## src/pkg/clk_pwr_pkg.sv

```systemverilog
// Constants and types for the clock and power mode controller
package clk_pwr_pkg;
	// Register byte offsets
	localparam logic [7:0] OFS_MAIN_SEL = 8'h00;
	localparam logic [7:0] OFS_PLL_CTRL = 8'h04;
	localparam logic [7:0] OFS_CLOCK_OUTPUT_PIN = 8'h08;
	localparam logic [7:0] OFS_CORE_DIV = 8'h0C;
	localparam logic [7:0] OFS_GATE = 8'h10;
	localparam logic [7:0] OFS_PWR_CFG = 8'h14;
	localparam logic [7:0] OFS_WAKE_EN = 8'h18;
	localparam logic [7:0] OFS_STATUS = 8'h1C;
	// Field positions
	localparam int PLL_MSEL_LSB = 0;
	localparam int PLL_PSEL_LSB = 5;
	localparam int PLL_EN_BIT = 7;
	localparam int CO_EN_BIT = 2;
	localparam int CFG_KEEP_WDOSC = 0;
	localparam int CFG_KEEP_BOD = 1;
	localparam int CFG_DPD_LOCK = 2;
	localparam int CFG_WDT_IRC = 3;
	localparam int CFG_ENTER = 4;
	localparam int CFG_MODE_LSB = 5;
	localparam int WAKE_USART_LSB = 8;
	localparam int ST_BUSY = 2;
	localparam int ST_LOCK = 3;
	localparam int ST_SETTLED = 4;
	localparam int ST_PWR_LSB = 5;
	localparam int ST_REFUSED = 8;
	localparam int ST_WOKE = 9;
	// Reset values
	localparam logic [1:0] MAIN_SEL_RST = 2'h0;
	localparam logic [7:0] PLL_CTRL_RST = 8'h00;
	localparam logic [2:0] CLOCK_OUTPUT_PIN_RST = 3'h0;
	localparam logic [7:0] CORE_DIV_RST = 8'h00;
	localparam logic [31:0] GATE_RST = 32'hFFFFFFFF;
	localparam logic [7:0] PWR_CFG_RST = 8'h00;
	localparam logic [11:0] WAKE_EN_RST = 12'h000;
	// Timing
	localparam int IRC_MHZ = 12;
	localparam int CLK_MHZ = 250;
	localparam int PLL_SETTLE_US = 100;
	localparam int PLL_SETTLE_CYC = PLL_SETTLE_US * CLK_MHZ;
	typedef enum logic [1:0] {SRC_IRC = 2'h0, SRC_SYSOSC = 2'h1, SRC_PLL = 2'h2,
		SRC_WDOSC = 2'h3} main_src_t;
	typedef enum logic [1:0] {CO_IRC = 2'h0, CO_SYSOSC = 2'h1, CO_WDOSC = 2'h2,
		CO_MAIN = 2'h3} co_src_t;
	typedef enum logic [1:0] {REQ_SLEEP = 2'h0, REQ_DEEP = 2'h1, REQ_PD = 2'h2,
		REQ_DPD = 2'h3} pwr_req_t;
	typedef enum logic [2:0] {PWR_ACTIVE = 3'h0, PWR_SLEEP = 3'h1, PWR_DEEP = 3'h3,
		PWR_PD = 3'h2, PWR_DPD = 3'h6} pwr_state_t;
	typedef enum logic [1:0] {SW_RUN = 2'h0, SW_DRAIN = 2'h1, SW_ARM = 2'h3} sw_state_t;
	typedef struct packed {
		logic [7:0] gpio;
		logic [3:0] usart_irq;
		logic [3:0] usart_lp;
		logic wdt;
		logic rtc;
	} wake_src_t;
	typedef struct packed {
		logic irc_en;
		logic irc_out_en;
		logic sysosc_en;
		logic wdosc_en;
		logic bod_en;
		logic flash_standby;
		logic flash_pd;
		logic analog_pd;
	} osc_ctrl_t;
endpackage : clk_pwr_pkg

```

## src/verilog/clock_power_mode_control.sv

```systemverilog
// Clock source selection, gating and low-power mode controller
//
// Added by the designer: the register offsets and the Wishbone slave port.
`timescale 1ns/100ps
// Functional notes
// - Reset or deep power-down wake selects the internal RC oscillator as main clock.
// - PLL multiplier accepts every integer from 1 to 32.
// - PLL post divider offers only 2, 4, 8 and 16.
// - After reset the PLL is powered off and bypassed until enabled.
// - Clock output pin takes RC, system, watchdog oscillator or main clock.
// - One gate bit per peripheral; clearing it stops that clock entirely.
// - Programmable divider sits between main clock and core clock.
// - Sleep stops only the core clock; interrupt or reset resumes.
// - Deep-sleep stops all but RC; RC output only feeds watchdog if selected.
// - Deep-sleep can keep watchdog oscillator and brownout detector running.
// - Deep-sleep and power-down end on reset, pins, watchdog, RTC, serial ports.
// - Serial port wakes only in 32 kHz, synchronous or CTS mode.
// - Power-down stops all sources but selected watchdog oscillator; flash off.
// - Deep power-down exits only on the resume pin or RTC wake.
// - Lock bit set refuses entry to deep power-down.
module clock_power_mode_control #(
	parameter int NP = 16,
	parameter int unsigned PLL_SETTLE_CYC = clk_pwr_pkg::PLL_SETTLE_CYC
) (
	// Clock and reset
	input wire logic clk_i,
	input wire logic rst_i,
	// Wishbone slave
	input wire logic wb_cyc_i,
	input wire logic wb_stb_i,
	input wire logic wb_we_i,
	input wire logic [7:0] wb_adr_i,
	input wire logic [3:0] wb_sel_i,
	input wire logic [31:0] wb_dat_i,
	output logic [31:0] wb_dat_o,
	output logic wb_ack_o,
	// Oscillator ticks and PLL
	input wire logic irc_tick_i,
	input wire logic sysosc_tick_i,
	input wire logic wdosc_tick_i,
	input wire logic pll_tick_i,
	input wire logic pll_lock_i,
	output logic pll_pd_o,
	output logic pll_bypass_o,
	output logic [5:0] pll_mult_o,
	output logic [4:0] pll_post_div_o,
	// Clock enables and output pin
	output logic main_ce_o,
	output logic core_ce_o,
	output logic [NP-1:0] periph_ce_o,
	output logic wdt_clk_ce_o,
	output logic clock_output_pin_o,
	// Power control
	input wire clk_pwr_pkg::wake_src_t wake_i,
	input wire logic irq_i,
	input wire logic dpd_resume_pin_n_i,
	output clk_pwr_pkg::osc_ctrl_t osc_o,
	output clk_pwr_pkg::pwr_state_t pwr_state_o
);
	localparam int SW = $clog2(PLL_SETTLE_CYC + 1);
	logic ack_q, ack_d;
	logic [31:0] rdat_q, rdat_d;
	clk_pwr_pkg::main_src_t sel_q, sel_d, act_q, act_d;
	clk_pwr_pkg::sw_state_t sw_q, sw_d;
	clk_pwr_pkg::pwr_state_t pwr_q, pwr_d;
	logic [7:0] pll_q, pll_d, div_q, div_d, dcnt_q, dcnt_d, cfg_q, cfg_d;
	logic [2:0] co_q, co_d;
	logic [NP-1:0] gate_q, gate_d;
	logic [11:0] wen_q, wen_d;
	logic refused_q, refused_d, woke_q, woke_d, co_pin_q, co_pin_d;
	logic [SW-1:0] stl_q, stl_d;
	logic [1:0] lock_s, pin_s;
	logic [7:0] gs1_q, gs2_q;
	logic req, wr, rd, enter, dpd_exit, wake_any, running, co_tick;
	logic irc_ce, sys_ce, wd_ce, pll_ce;
	logic [31:0] m, gate32;
	logic [3:0] src_ticks, co_ticks;

	// Pin and PLL lock synchronisers
	always_ff @(posedge clk_i) begin
		if (rst_i) begin
			lock_s <= 2'h0;
			pin_s <= 2'h3;
			gs1_q <= 8'h00;
			gs2_q <= 8'h00;
		end else begin
			lock_s <= {lock_s[0], pll_lock_i};
			pin_s <= {pin_s[0], dpd_resume_pin_n_i};
			gs1_q <= wake_i.gpio;
			gs2_q <= gs1_q;
		end
	end

	// Oscillator and memory power per mode
	always_comb begin
		running = pwr_q == clk_pwr_pkg::PWR_ACTIVE || pwr_q == clk_pwr_pkg::PWR_SLEEP;
		osc_o.irc_en = running || pwr_q == clk_pwr_pkg::PWR_DEEP;
		osc_o.irc_out_en = running || (pwr_q == clk_pwr_pkg::PWR_DEEP
			&& cfg_q[clk_pwr_pkg::CFG_WDT_IRC]);
		osc_o.sysosc_en = running;
		osc_o.wdosc_en = running || (!osc_o.irc_en && pwr_q != clk_pwr_pkg::PWR_DPD
			&& cfg_q[clk_pwr_pkg::CFG_KEEP_WDOSC]) || (pwr_q == clk_pwr_pkg::PWR_DEEP
			&& cfg_q[clk_pwr_pkg::CFG_KEEP_WDOSC]);
		osc_o.bod_en = running || ((pwr_q == clk_pwr_pkg::PWR_DEEP || pwr_q ==
			clk_pwr_pkg::PWR_PD) && cfg_q[clk_pwr_pkg::CFG_KEEP_BOD]);
		osc_o.flash_standby = pwr_q == clk_pwr_pkg::PWR_DEEP;
		osc_o.flash_pd = pwr_q == clk_pwr_pkg::PWR_PD || pwr_q == clk_pwr_pkg::PWR_DPD;
		osc_o.analog_pd = !running;
	end

	// Source ticks, only while the oscillator is allowed to run
	assign irc_ce = irc_tick_i && osc_o.irc_out_en;
	assign sys_ce = sysosc_tick_i && osc_o.sysosc_en;
	assign wd_ce = wdosc_tick_i && osc_o.wdosc_en;
	// Disabled PLL passes its input straight through
	assign pll_ce = pll_q[clk_pwr_pkg::PLL_EN_BIT] ? (pll_tick_i && running) : irc_ce;
	assign src_ticks = {wd_ce, pll_ce, sys_ce, irc_ce};
	assign main_ce_o = running && src_ticks[act_q] && sw_q != clk_pwr_pkg::SW_ARM;
	assign core_ce_o = main_ce_o && dcnt_q == div_q && pwr_q == clk_pwr_pkg::PWR_ACTIVE;
	assign periph_ce_o = {NP{main_ce_o}} & gate_q;
	assign wdt_clk_ce_o = cfg_q[clk_pwr_pkg::CFG_WDT_IRC] ? irc_ce : wd_ce;
	assign co_ticks = {main_ce_o, wd_ce, sys_ce, irc_ce};
	assign co_tick = co_q[clk_pwr_pkg::CO_EN_BIT] && co_ticks[co_q[1:0]];
	assign pll_pd_o = !pll_q[clk_pwr_pkg::PLL_EN_BIT];
	assign pll_bypass_o = !pll_q[clk_pwr_pkg::PLL_EN_BIT];
	assign pll_mult_o = {1'b0, pll_q[4:0]} + 6'h01;
	assign pll_post_div_o = 5'h02 << pll_q[6:5];
	assign clock_output_pin_o = co_pin_q;
	assign pwr_state_o = pwr_q;
	assign wb_ack_o = ack_q;
	assign wb_dat_o = rdat_q;
	assign req = wb_cyc_i && wb_stb_i && !ack_q;
	assign wr = req && wb_we_i;
	assign rd = req && !wb_we_i;
	assign m = {{8{wb_sel_i[3]}}, {8{wb_sel_i[2]}}, {8{wb_sel_i[1]}}, {8{wb_sel_i[0]}}};
	assign gate32 = (32'(gate_q) & ~m) | (wb_dat_i & m);
	assign wake_any = |(gs2_q & wen_q[7:0]) || wake_i.wdt || wake_i.rtc
		|| |(wake_i.usart_irq & wake_i.usart_lp & wen_q[11:8]);

	// Next state of registers, switch and power sequencer
	always_comb begin
		sel_d = sel_q;
		pll_d = pll_q;
		co_d = co_q;
		div_d = div_q;
		gate_d = gate_q;
		cfg_d = cfg_q;
		wen_d = wen_q;
		act_d = act_q;
		sw_d = sw_q;
		pwr_d = pwr_q;
		dcnt_d = dcnt_q;
		rdat_d = rdat_q;
		enter = 1'b0;
		dpd_exit = 1'b0;
		refused_d = refused_q;
		woke_d = woke_q;
		ack_d = wb_cyc_i && wb_stb_i && !ack_q;
		co_pin_d = co_pin_q ^ co_tick;
		if (wr) begin
			unique case (wb_adr_i)
				clk_pwr_pkg::OFS_MAIN_SEL:
					if (m[0]) sel_d = clk_pwr_pkg::main_src_t'(wb_dat_i[1:0]);
				clk_pwr_pkg::OFS_PLL_CTRL: pll_d = (pll_q & ~m[7:0]) | (wb_dat_i[7:0] & m[7:0]);
				clk_pwr_pkg::OFS_CLOCK_OUTPUT_PIN: if (m[0]) co_d = wb_dat_i[2:0];
				clk_pwr_pkg::OFS_CORE_DIV: div_d = (div_q & ~m[7:0]) | (wb_dat_i[7:0] & m[7:0]);
				clk_pwr_pkg::OFS_GATE: gate_d = gate32[NP-1:0];
				clk_pwr_pkg::OFS_PWR_CFG: begin
					if (m[0]) begin
						cfg_d = wb_dat_i[7:0] & 8'hEF;
						enter = wb_dat_i[clk_pwr_pkg::CFG_ENTER];
					end
				end
				clk_pwr_pkg::OFS_WAKE_EN: wen_d = (wen_q & ~m[11:0]) | (wb_dat_i[11:0] & m[11:0]);
				clk_pwr_pkg::OFS_STATUS: begin
					if (m[1] && wb_dat_i[clk_pwr_pkg::ST_REFUSED]) refused_d = 1'b0;
					if (m[1] && wb_dat_i[clk_pwr_pkg::ST_WOKE]) woke_d = 1'b0;
				end
				default: ;
			endcase
		end
		if (rd) begin
			unique case (wb_adr_i)
				clk_pwr_pkg::OFS_MAIN_SEL: rdat_d = 32'(sel_q);
				clk_pwr_pkg::OFS_PLL_CTRL: rdat_d = 32'(pll_q);
				clk_pwr_pkg::OFS_CLOCK_OUTPUT_PIN: rdat_d = 32'(co_q);
				clk_pwr_pkg::OFS_CORE_DIV: rdat_d = 32'(div_q);
				clk_pwr_pkg::OFS_GATE: rdat_d = 32'(gate_q);
				clk_pwr_pkg::OFS_PWR_CFG: rdat_d = 32'(cfg_q);
				clk_pwr_pkg::OFS_WAKE_EN: rdat_d = 32'(wen_q);
				clk_pwr_pkg::OFS_STATUS: rdat_d = 32'({woke_q, refused_q, pwr_q,
					stl_q == SW'(PLL_SETTLE_CYC), lock_s[1], sw_q != clk_pwr_pkg::SW_RUN, act_q});
				default: rdat_d = 32'h00000000;
			endcase
		end
		// Hand over only on tick boundaries of both sources
		unique case (sw_q)
			clk_pwr_pkg::SW_RUN: if (sel_q != act_q) sw_d = clk_pwr_pkg::SW_DRAIN;
			clk_pwr_pkg::SW_DRAIN: begin
				if (src_ticks[act_q]) begin
					act_d = sel_q;
					sw_d = clk_pwr_pkg::SW_ARM;
				end
			end
			clk_pwr_pkg::SW_ARM: if (src_ticks[act_q]) sw_d = clk_pwr_pkg::SW_RUN;
			default: sw_d = clk_pwr_pkg::SW_RUN;
		endcase
		if (main_ce_o) dcnt_d = (dcnt_q >= div_q) ? 8'h00 : dcnt_q + 8'h01;
		unique case (pwr_q)
			clk_pwr_pkg::PWR_ACTIVE: begin
				if (enter) begin
					unique case (clk_pwr_pkg::pwr_req_t'(cfg_d[6:5]))
						clk_pwr_pkg::REQ_SLEEP: pwr_d = clk_pwr_pkg::PWR_SLEEP;
						clk_pwr_pkg::REQ_DEEP: pwr_d = clk_pwr_pkg::PWR_DEEP;
						clk_pwr_pkg::REQ_PD: pwr_d = clk_pwr_pkg::PWR_PD;
						clk_pwr_pkg::REQ_DPD: begin
							if (cfg_d[clk_pwr_pkg::CFG_DPD_LOCK]) refused_d = 1'b1;
							else pwr_d = clk_pwr_pkg::PWR_DPD;
						end
					endcase
				end
			end
			clk_pwr_pkg::PWR_SLEEP: if (irq_i || wake_any) pwr_d = clk_pwr_pkg::PWR_ACTIVE;
			clk_pwr_pkg::PWR_DEEP, clk_pwr_pkg::PWR_PD:
				if (wake_any) pwr_d = clk_pwr_pkg::PWR_ACTIVE;
			clk_pwr_pkg::PWR_DPD: begin
				if (!pin_s[1] || wake_i.rtc) begin
					pwr_d = clk_pwr_pkg::PWR_ACTIVE;
					dpd_exit = 1'b1;
					woke_d = 1'b1;
				end
			end
			default: pwr_d = clk_pwr_pkg::PWR_ACTIVE;
		endcase
		// Settling counter runs while the PLL is enabled
		stl_d = stl_q;
		if (!pll_q[clk_pwr_pkg::PLL_EN_BIT]) stl_d = '0;
		else if (stl_q != SW'(PLL_SETTLE_CYC)) stl_d = stl_q + 1'b1;
		// Core lost power in deep power-down, so wake restarts from RC
		if (rst_i || dpd_exit) begin
			sel_d = clk_pwr_pkg::main_src_t'(clk_pwr_pkg::MAIN_SEL_RST);
			act_d = clk_pwr_pkg::main_src_t'(clk_pwr_pkg::MAIN_SEL_RST);
			sw_d = clk_pwr_pkg::SW_RUN;
			pll_d = clk_pwr_pkg::PLL_CTRL_RST;
			co_d = clk_pwr_pkg::CLOCK_OUTPUT_PIN_RST;
			div_d = clk_pwr_pkg::CORE_DIV_RST;
			gate_d = clk_pwr_pkg::GATE_RST[NP-1:0];
			cfg_d = clk_pwr_pkg::PWR_CFG_RST;
			wen_d = clk_pwr_pkg::WAKE_EN_RST;
			dcnt_d = 8'h00;
			stl_d = '0;
			co_pin_d = 1'b0;
			refused_d = 1'b0;
		end
		if (rst_i) begin
			pwr_d = clk_pwr_pkg::PWR_ACTIVE;
			woke_d = 1'b0;
			ack_d = 1'b0;
			rdat_d = 32'h00000000;
		end
	end

	always_ff @(posedge clk_i) begin
		sel_q <= sel_d;
		act_q <= act_d;
		sw_q <= sw_d;
		pwr_q <= pwr_d;
		pll_q <= pll_d;
		co_q <= co_d;
		div_q <= div_d;
		gate_q <= gate_d;
		cfg_q <= cfg_d;
		wen_q <= wen_d;
		dcnt_q <= dcnt_d;
		stl_q <= stl_d;
		refused_q <= refused_d;
		woke_q <= woke_d;
		co_pin_q <= co_pin_d;
		ack_q <= ack_d;
		rdat_q <= rdat_d;
	end

	AST_IRC_AFTER_RESET: assert property (@(posedge clk_i) $fell(rst_i) |->
		act_q == clk_pwr_pkg::SRC_IRC && sel_q == clk_pwr_pkg::SRC_IRC)
		else $error("main clock not on RC after reset");
	AST_PLL_MULT: assert property (@(posedge clk_i) disable iff (rst_i)
		pll_mult_o != 6'h00 && pll_mult_o <= 6'h20)
		else $error("PLL multiplier out of range");
	AST_POST_DIV: assert property (@(posedge clk_i) disable iff (rst_i)
		$onehot(pll_post_div_o) && !pll_post_div_o[0])
		else $error("illegal PLL post divider");
	AST_PLL_OFF: assert property (@(posedge clk_i) $fell(rst_i) |->
		pll_pd_o && pll_bypass_o)
		else $error("PLL not off after reset");
	AST_CLOCK_OUTPUT_PIN: assert property (@(posedge clk_i) disable iff (rst_i)
		co_tick |=> clock_output_pin_o != $past(clock_output_pin_o))
		else $error("clock output did not toggle");
	AST_CORE_DIV: assert property (@(posedge clk_i) disable iff (rst_i)
		core_ce_o |-> main_ce_o && pwr_q == clk_pwr_pkg::PWR_ACTIVE ##1 dcnt_q == 8'h00)
		else $error("core tick off divider phase");
	AST_SLEEP: assert property (@(posedge clk_i) disable iff (rst_i)
		pwr_q == clk_pwr_pkg::PWR_SLEEP |-> !core_ce_o && periph_ce_o == (gate_q & {NP{main_ce_o}})
		&& osc_o.irc_en && osc_o.sysosc_en)
		else $error("sleep clock gating wrong");
	AST_DEEP: assert property (@(posedge clk_i) disable iff (rst_i)
		pwr_q == clk_pwr_pkg::PWR_DEEP |-> periph_ce_o == '0 && !osc_o.sysosc_en
		&& osc_o.irc_out_en == cfg_q[clk_pwr_pkg::CFG_WDT_IRC])
		else $error("deep-sleep gating wrong");
	AST_WAKE: assert property (@(posedge clk_i) disable iff (rst_i)
		(pwr_q == clk_pwr_pkg::PWR_PD || pwr_q == clk_pwr_pkg::PWR_DEEP) && wake_any
		|=> pwr_q == clk_pwr_pkg::PWR_ACTIVE)
		else $error("missed wake from low power");
	AST_PD: assert property (@(posedge clk_i) disable iff (rst_i)
		pwr_q == clk_pwr_pkg::PWR_PD |-> !osc_o.irc_en && osc_o.flash_pd
		&& osc_o.wdosc_en == cfg_q[clk_pwr_pkg::CFG_KEEP_WDOSC])
		else $error("power-down sources wrong");
	AST_DPD_EXIT: assert property (@(posedge clk_i) disable iff (rst_i)
		pwr_q == clk_pwr_pkg::PWR_DPD && pin_s[1] && !wake_i.rtc |=> pwr_q == clk_pwr_pkg::PWR_DPD)
		else $error("deep power-down left without cause");
	AST_DPD_LOCK: assert property (@(posedge clk_i) disable iff (rst_i)
		pwr_q == clk_pwr_pkg::PWR_ACTIVE && enter && cfg_d[clk_pwr_pkg::CFG_DPD_LOCK]
		&& clk_pwr_pkg::pwr_req_t'(cfg_d[6:5]) == clk_pwr_pkg::REQ_DPD
		|=> pwr_q != clk_pwr_pkg::PWR_DPD && refused_q)
		else $error("locked deep power-down entered");
	// Deep power-down wake resets the mux while no source runs
	AST_SWITCH: assert property (@(posedge clk_i) disable iff (rst_i)
		act_q != $past(act_q) && $past(pwr_q) != clk_pwr_pkg::PWR_DPD
		|-> $past(sw_q) == clk_pwr_pkg::SW_DRAIN && !main_ce_o)
		else $error("unsafe main clock switch");
endmodule : clock_power_mode_control
```

## config.mk

```make
export PLATFORM = sky130hd
export DESIGN_NAME = clock_power_mode_control
export DESIGN_NICKNAME = d
export VERILOG_FILES = /design/src/pkg/clk_pwr_pkg.sv /design/src/verilog/clock_power_mode_control.sv
export SDC_FILE = /design/constraint.sdc
export NUM_CORES = 1
export LEC_CHECK = 0
export ABC_CLOCK_PERIOD_IN_PS = 1700
export BUFFER_PORTS_ARGS = -buffer_cell sky130_fd_sc_hd__buf_2
export CAP_MARGIN = 40
export CORE_MARGIN = 10
export CORE_UTILIZATION = 25
export CTS_BUF_LIST = sky130_fd_sc_hd__clkbuf_16
export CTS_CLUSTER_DIAMETER = 50
export CTS_CLUSTER_SIZE = 10
export DETAILED_ROUTE_END_ITERATION = 6
export GPL_ROUTABILITY_DRIVEN = 0
export PLACE_DENSITY = 0.44
export SETUP_SLACK_MARGIN = 0.05
export SLEW_MARGIN = 0
export SYNTH_ARGS = -nofsm -noshare
export SYNTH_HDL_FRONTEND = slang
export SYNTH_SLANG_ARGS = --single-unit
```

## constraint.sdc

```tcl
create_clock -name clk_i -period 1.7 [get_ports clk_i]
set_input_delay 0.34 -clock clk_i [delete_from_list [all_inputs] [get_ports clk_i]]
set_output_delay 0.34 -clock clk_i [all_outputs]
set_load 0.03 [all_outputs]
```

==> impl_metrics.toml, run 1 <==
[detailed_routing]
vias_per_cell = 4.63
via_count = 6087
drtIter0Drc = 291
drc = 0
drt_pass1_iterations = 6
ant_nets = 0
drt-total-wl_um = 23000
wire_per_inst_um = 17.5

[timing]
worst_pin_slew_ns = 0.546
fin_crit_ns = 2.32
rsz0062_at_grt = "true"
skew_ns = 0.0102
setup_slack_ns = -0.622
slew_headroom_pct = 63.6
slew_violations = 0
finalHoldViolCount = 0
fmax_ghz = 0.431
period_share_pct = 137
setup_violations = 47

[pwr]
p_leak_nw = 4.03
total_power_mw = 7.64
peakVddDrop_v = 0.000441
power_density_nw_per_um2 = 765

[cells_and_area]
diodes = 0
fin_nets = 1064
area_delta_synth_final_pct = 62.8
layout_common_cells = "buf_4, dfxtp_1, nand2_1, buf_2, buf_6"
drive_gt1_share_pct = 48.3
multiInputGateArea_um2 = 4140
final_common_cell = "buf_4"
fillCellCount = 2495
seq_area_um2 = 2550

[place]
port_buffers = 115
dpl.hpwl_um = 16900
place_ws_ns = -0.366

[logic_synthesis]
yosysTopAreaCellShare_pct = 41.1
synth_seq_cells = 126
synth_area_leaders = "dfxtp_1, nand2_1, mux2i_1"
async_flop_share_pct = 0
ys.flop_type = "dfxtp_1"
syn_area_um2 = 6130
avgSynthCellArea_um2 = 8.32
synth_edf_count = 0
ys_types = 69
yosysWarnings = 0
ys_seq_area_share_pct = 41.1
post-synth-top-area-cell = "dfxtp_1"
syn_inst = 737

[clock_tree]
clk_pin_slew_ns = 0.06
htreeDepth = 4
clk_latency_ns = 0.43
cts_num_sinks = 126
cts_tree = "yes"
cts_root_buffer = "clkbuf_16"
cts_hold_buf = 0
numCtsBuffers = 17
ctsLongestPathBuffers = 2

[hold_path]
whs_path_depth = 2
worstHoldStart = "dpd_resume_pin_n_i"
hp-class = "input port to flop"
holdPathEnd = "pin_s[0]"

[global_route]
grt_max_degree = 23
antenna_found_initial = 1
grt_overflow_total = 0
grt_pass1_wl_um = 34600
track_usage_pct = 14.3
grt_pass1_vias = 6039

[setup_path]
start_kind = "flop"
critical_path.max_stage_delay_ns = 0.35
ff2ff_setup_slack_ns = -0.11
worst_setup_path_end_kind = "output pin"
required_ns = 1.36
worstPathArrival_ns = 1.98
cp_cell_sequence = "nor2_4, clkinvlp_4, a221o_1, nor2_4, buf_6, and4_4, buf_6"
cp_max_fo = 2
rr_endpoint = "pwr_state_o[1]"
reg2reg_depth = 6
cpMaxStageDelayCell = "dfxtp_4"
critPathKind = "flop to output pin"

[floorplanning]
ios = 151
die_height_um = 177
die_w_um = 177
initial_core_util_pct = 25.3
die_area_um2 = 31200
num_rows = 57
core_area_um2 = 24200

[job]
cap_violations = 0

[status]
violations = "setup timing"
status = "finished with violations"
-- worst max path at each step --
| stage | start | slack, ns | endpoint | cells past startpoint |
|---|---|---|---|---|
| finish | pwr_state_o[1] | -0.62 | core_ce_o | 7 |
| global route | pwr_state_o[1] | -0.68 | core_ce_o | 7 |
| CTS | pwr_state_o[1] | -0.63 | core_ce_o | 7 |
| detailed placement | wb_adr_i[5] | -0.37 | wb_dat_o[10] | 7 |
| global placement | wb_adr_i[5] | -0.33 | wb_dat_o[2] | 5 |
| floorplan | pwr_state_o[1] | -0.36 | periph_ce_o[10] | 7 |
-- routing by layer --
metal / global-route usage [%] / share of wire, % / wire length (um)
met1: 18.6 / 46 / 10600
met2: 22.9 / 47 / 10900
met3: 3.69 / 5.5 / 1270
met4: 3.68 / 0.75 / 173
met5: 0 / 0.030 / 7
-- power breakdown --
part           internal [mW]  leakage (nW)  total (mW)  switching, mW
logic                  0.309          2.69       0.699          0.391
registers               2.97          1.03        2.98        0.00799
clock network           2.47         0.307        3.97           1.49
total                   5.75          4.03        7.64           1.89
-- critical path: cells and delay by family (launching register included) --
family          cells  cell delay [ns]
compound gates      1             0.31
buf+inv             3             0.36
flops               1             0.35
simple gates        3             0.53
-- through the flow --
step | hold WS, ns | area [um2] | setup TNS [ns] | utilization [%] | cells
2_1_floorplan | 0.389 | 6370 | -6.95 | - | 753
4_1_cts | 0.0878 | 9380 | -12.43 | 38.7 | 1305
3_5_place_dp | 0.394 | 7950 | -24.44 | 32.8 | 1253
6_report | 0.0997 | 9990 | -12.57 | 41.2 | 1315
3_3_place_gp | 0.394 | 7950 | -21.39 | 32.8 | 1253
5_1_grt | 0.0907 | 9990 | -15.51 | 41.2 | 1315
-- synthesized netlist by cell type, types with 5 or more instances --
master    instances
xor2_1           10
a22oi_1          16
o21ai_1           8
and2_1           24
buf_4            21
nand3_1          47
inv_1            17
nor3_1           18
nand4_1           8
nand2_1         115
nor2b_1          30
buf_2            12
xnor2_1          15
mux2i_1          27
ha_1             12
and3_1           12
clkbuf_1         24
a21oi_1          35
nor2_1           66
a221oi_1          5
dfxtp_1         126
o21ai_0           6
a211oi_1          5
-- repair_timing --
item / in CTS / in global routing
endpoints found under the hold margin: 0 / 0
setup buffers: 18 / 13
pin swaps: 32 / 36
gates resized for setup: 143 / 146
gates cloned: 3 / 1
endpoints found under the setup margin: 92 / 132
-- cells by family (layout without fill, tap and decap cells) --
| kind of cell | Yosys count | after routing | synth area share, % |
|---|---|---|---|
| AO/OA/AOI/OAI | 109 | 109 | 12.0 |
| multiplexers | 31 | 31 | 5.14 |
| AND/OR/NAND/NOR | 358 | 358 | 29.6 |
| buffers and inverters | 75 | 313 | 6.12 |
| XOR/XNOR | 25 | 25 | 3.57 |
| adder cells (fa/ha/maj) | 12 | 12 | 2.45 |
| flip-flops | 126 | 126 | 41.1 |
| other | 1 | 17 | 0.0611 |
-- final cells by class --
class	count	area share, %
clock buffer	17	4.26
clock inverter	15	2.07
inverter	17	0.676
multi-input combinational	552	41.4
sequential	126	25.6
tap	324	4.06
timing repair buffer	264	21.9
Power figures use the tool's default switching activity.
==> run 2: changes to the inputs <==
--- a/config.mk
+++ b/config.mk
@@ -5,6 +5,7 @@
 export SDC_FILE = /design/constraint.sdc
 export NUM_CORES = 1
 export LEC_CHECK = 0
+export ABC_AREA = 1
 export ABC_CLOCK_PERIOD_IN_PS = 1700
 export BUFFER_PORTS_ARGS = -buffer_cell sky130_fd_sc_hd__buf_2
 export CAP_MARGIN = 40
==> run 2 against run 1 <==
Net effect:
- die area grew 0.98%
- worst setup slack improved by 0.052 ns
- the flow still finishes with violations (setup timing)
- clock skew rose by 0.0019 ns
- cell area fell by 7.9%
- first-iteration DRC count is 32% higher
- critical endpoint is now periph_ce_o[11]
- critical path depth up 3
- critical path type unchanged
- largest power group unchanged
- power increased by 28%
- fmax grew 2.3%
- register-to-register slack better by 0.04 ns
- utilization shrank 3.5 points
- non-clock buffer count fell by 31
==> impl_metrics.toml, run 2 <==
[timing]
setup_violations = 31
skew_ns = 0.0122
setup_slack_ns = -0.569
period_share_pct = 133
rsz0062_at_grt = "true"
fmax_ghz = 0.441
finalHoldViolCount = 0
fin_crit_ns = 2.27
slew_violations = 0

[setup_path]
worstPathArrival_ns = 1.93
required_ns = 1.36
cp_max_fo = 6
critPathKind = "flop to output pin"
start_kind = "flop"
ff2ff_setup_slack_ns = -0.07
worst_setup_path_end_kind = "output pin"

[status]
violations = "setup timing"
status = "finished with violations"

[detailed_routing]
vias_per_cell = 4.30
wl_met1_um = 10500
drc = 0
met3_wirelength_um = 1100
drt-total-wl_um = 21900
wire_per_inst_um = 15.5
drtIter0Drc = 384
maxUsedRoutingLayer = "met4"
wl_met2_um = 10100
drt_pass1_iterations = 6
ant_nets = 0
via_count = 6085

[logic_synthesis]
synthMuxAreaShare_pct = 0
post-synth-top-area-cell = "dfxtp_1"
syn_inst = 854
ys.flop_type = "dfxtp_1"
synth_edf_count = 0
syn_area_um2 = 6200
ys_types = 46
synth_top_family_by_area = "simple AND/OR/NAND/NOR gates"
async_flop_share_pct = 0
synth_area_leaders = "dfxtp_1, nand2_1, inv_1"
yosysWarnings = 0
synthTopCellsByCount = "nand2_1, dfxtp_1, inv_1"
synth_seq_cells = 126
yosysTopAreaCellShare_pct = 40.7
yosysMostFrequentCell = "nand2_1"
synthXorXnorAreaFrac_pct = 1.69
synth-simple-area-share_pct = 26.2
ys_seq_area_share_pct = 40.7
avgSynthCellArea_um2 = 7.26
synth_compound_area_share_pct = 16.1
synthAdderAreaFrac_pct = 2.42

[global_route]
grt_max_degree = 41
grt_pass1_wl_um = 33400
grt_overflow_total = 0
track_usage_pct = 13.7
antenna_found_initial = 0
grt_pass1_vias = 5880

[clock_tree]
clk_pin_slew_ns = 0.06
cts_num_sinks = 126
htreeDepth = 4
ctsLongestPathBuffers = 2
cts_tree = "yes"
clk_latency_ns = 0.42
cts_hold_buf = 0
cts_root_buffer = "clkbuf_16"
numCtsBuffers = 17

[place]
port_buffers = 115
place_ws_ns = -0.229
placed_cells = 1366
dpl.hpwl_um = 17100
dpl_cell_area_um2 = 7900

[cells_and_area]
fillCellCount = 2614
drive_gt1_share_pct = 35.7
multiInputGateArea_um2 = 3350
seq_area_um2 = 2550
diodes = 0
fin_cells = 1415
area_delta_synth_final_pct = 48.3
finalInstanceArea_um2 = 9200
fin_nets = 1164
final_common_cell = "nand2_1"
layout_common_cells = "nand2_1, inv_1, dfxtp_1, buf_4, buf_2"

[pwr]
power_density_nw_per_um2 = 1070
p_leak_nw = 4.09
peakVddDrop_v = 0.000482

[floorplanning]
num_rows = 57
die_w_um = 178
die_height_um = 178
die_area_um2 = 31500
initial_core_util_pct = 25.4
ios = 151
core_area_um2 = 24400

[hold_path]
hp-class = "input port to flop"

[job]
cap_violations = 0
run 2: cell types whose count changed after synthesis, sizes merged, moves of 16 or more:
cell | previous run | this run
a21oi | 35 | 82
nor2 | 68 | 109
o211ai | 4 | 21
inv | 17 | 127
o21ai | 14 | 62
a22oi | 16 | 0
nand2 | 115 | 163
nor2b | 30 | 0
mux2i | 27 | 0
and2 | 25 | 0
run 2: per-stage QoR:
| step | TNS [ns] | utilization [%] | total power, mW | hold WS, ns |
|---|---|---|---|---|
| floorplan | -4.80 | - | 4.78 | 0.388 |
| global placement | -6.08 | 32.4 | 5.72 | 0.393 |
| detailed placement | -7.30 | 32.4 | 5.72 | 0.395 |
| CTS | -12.18 | 36.5 | 9.88 | 0.0994 |
| global route | -14.09 | 37.7 | 10.3 | 0.106 |
| finish | -10.78 | 37.7 | 9.81 | 0.121 |
run 2: report_power, final:
part | internal [mW] | switching, mW | leakage (nW)
Combinational | 1.37 | 1.81 | 2.79
Sequential | 3.04 | 0.0808 | 1.03
Clock | 2.09 | 1.42 | 0.268
run 2: cell type report:
class	count	share of cell area [%]
inverter	128	5.37
clock buffer	18	4.90
sequential	126	27.8
multi-input combinational	572	36.4
tap	324	4.41
timing repair buffer	233	19.9
clock inverter	14	1.28
run 2: cells by family after synthesis:
| group | count (synthesis) |
|---|---|
| xor gates and xnor gates | 12 |
| AOI/OAI and AO/OA | 179 |
| DFF | 126 |
| other | 1 |
| buffers and inverters | 172 |
| and+or+nand+nor | 352 |
| adders and majority gates | 12 |
run 2: final timing paths:
kind | start | end | cells after the start
worst max-delay path | pwr_state_o[2] | periph_ce_o[11] | 10
worst min-delay path | dpd_resume_pin_n_i | pin_s[0] | 2
worst max register to register | pwr_state_o[2] | dcnt_q[6] | 12
worst min register to register | gs1_q[0] | gs2_q[0] | 2
run 2: worst max-delay path: stages, from the launching register on:
cell and delay [ns]:
dfxtp_4 0.37, nor2_4 0.20, buf_6 0.13, o211ai_2 0.08, nand2_1 0.09, nand2_2 0.06
nand2_4 0.08, nand2_8 0.10, buf_16 0.18, nor2_4 0.08, buf_6 0.13
run 2: per-layer routing:
metal  track usage [%]  up-vias
li1                  -     3176
met1              18.0     2770
met2              21.8      129
met3              3.68       10
met4              3.27        0
met5                 0        -
run 2: timing repair:
item,CTS,global route
setup endpoints to repair,56,68
pin swaps,13,21
resized for setup,104,60
hold endpoints to repair,0,0
cloned,1,2
buffers inserted,8,9
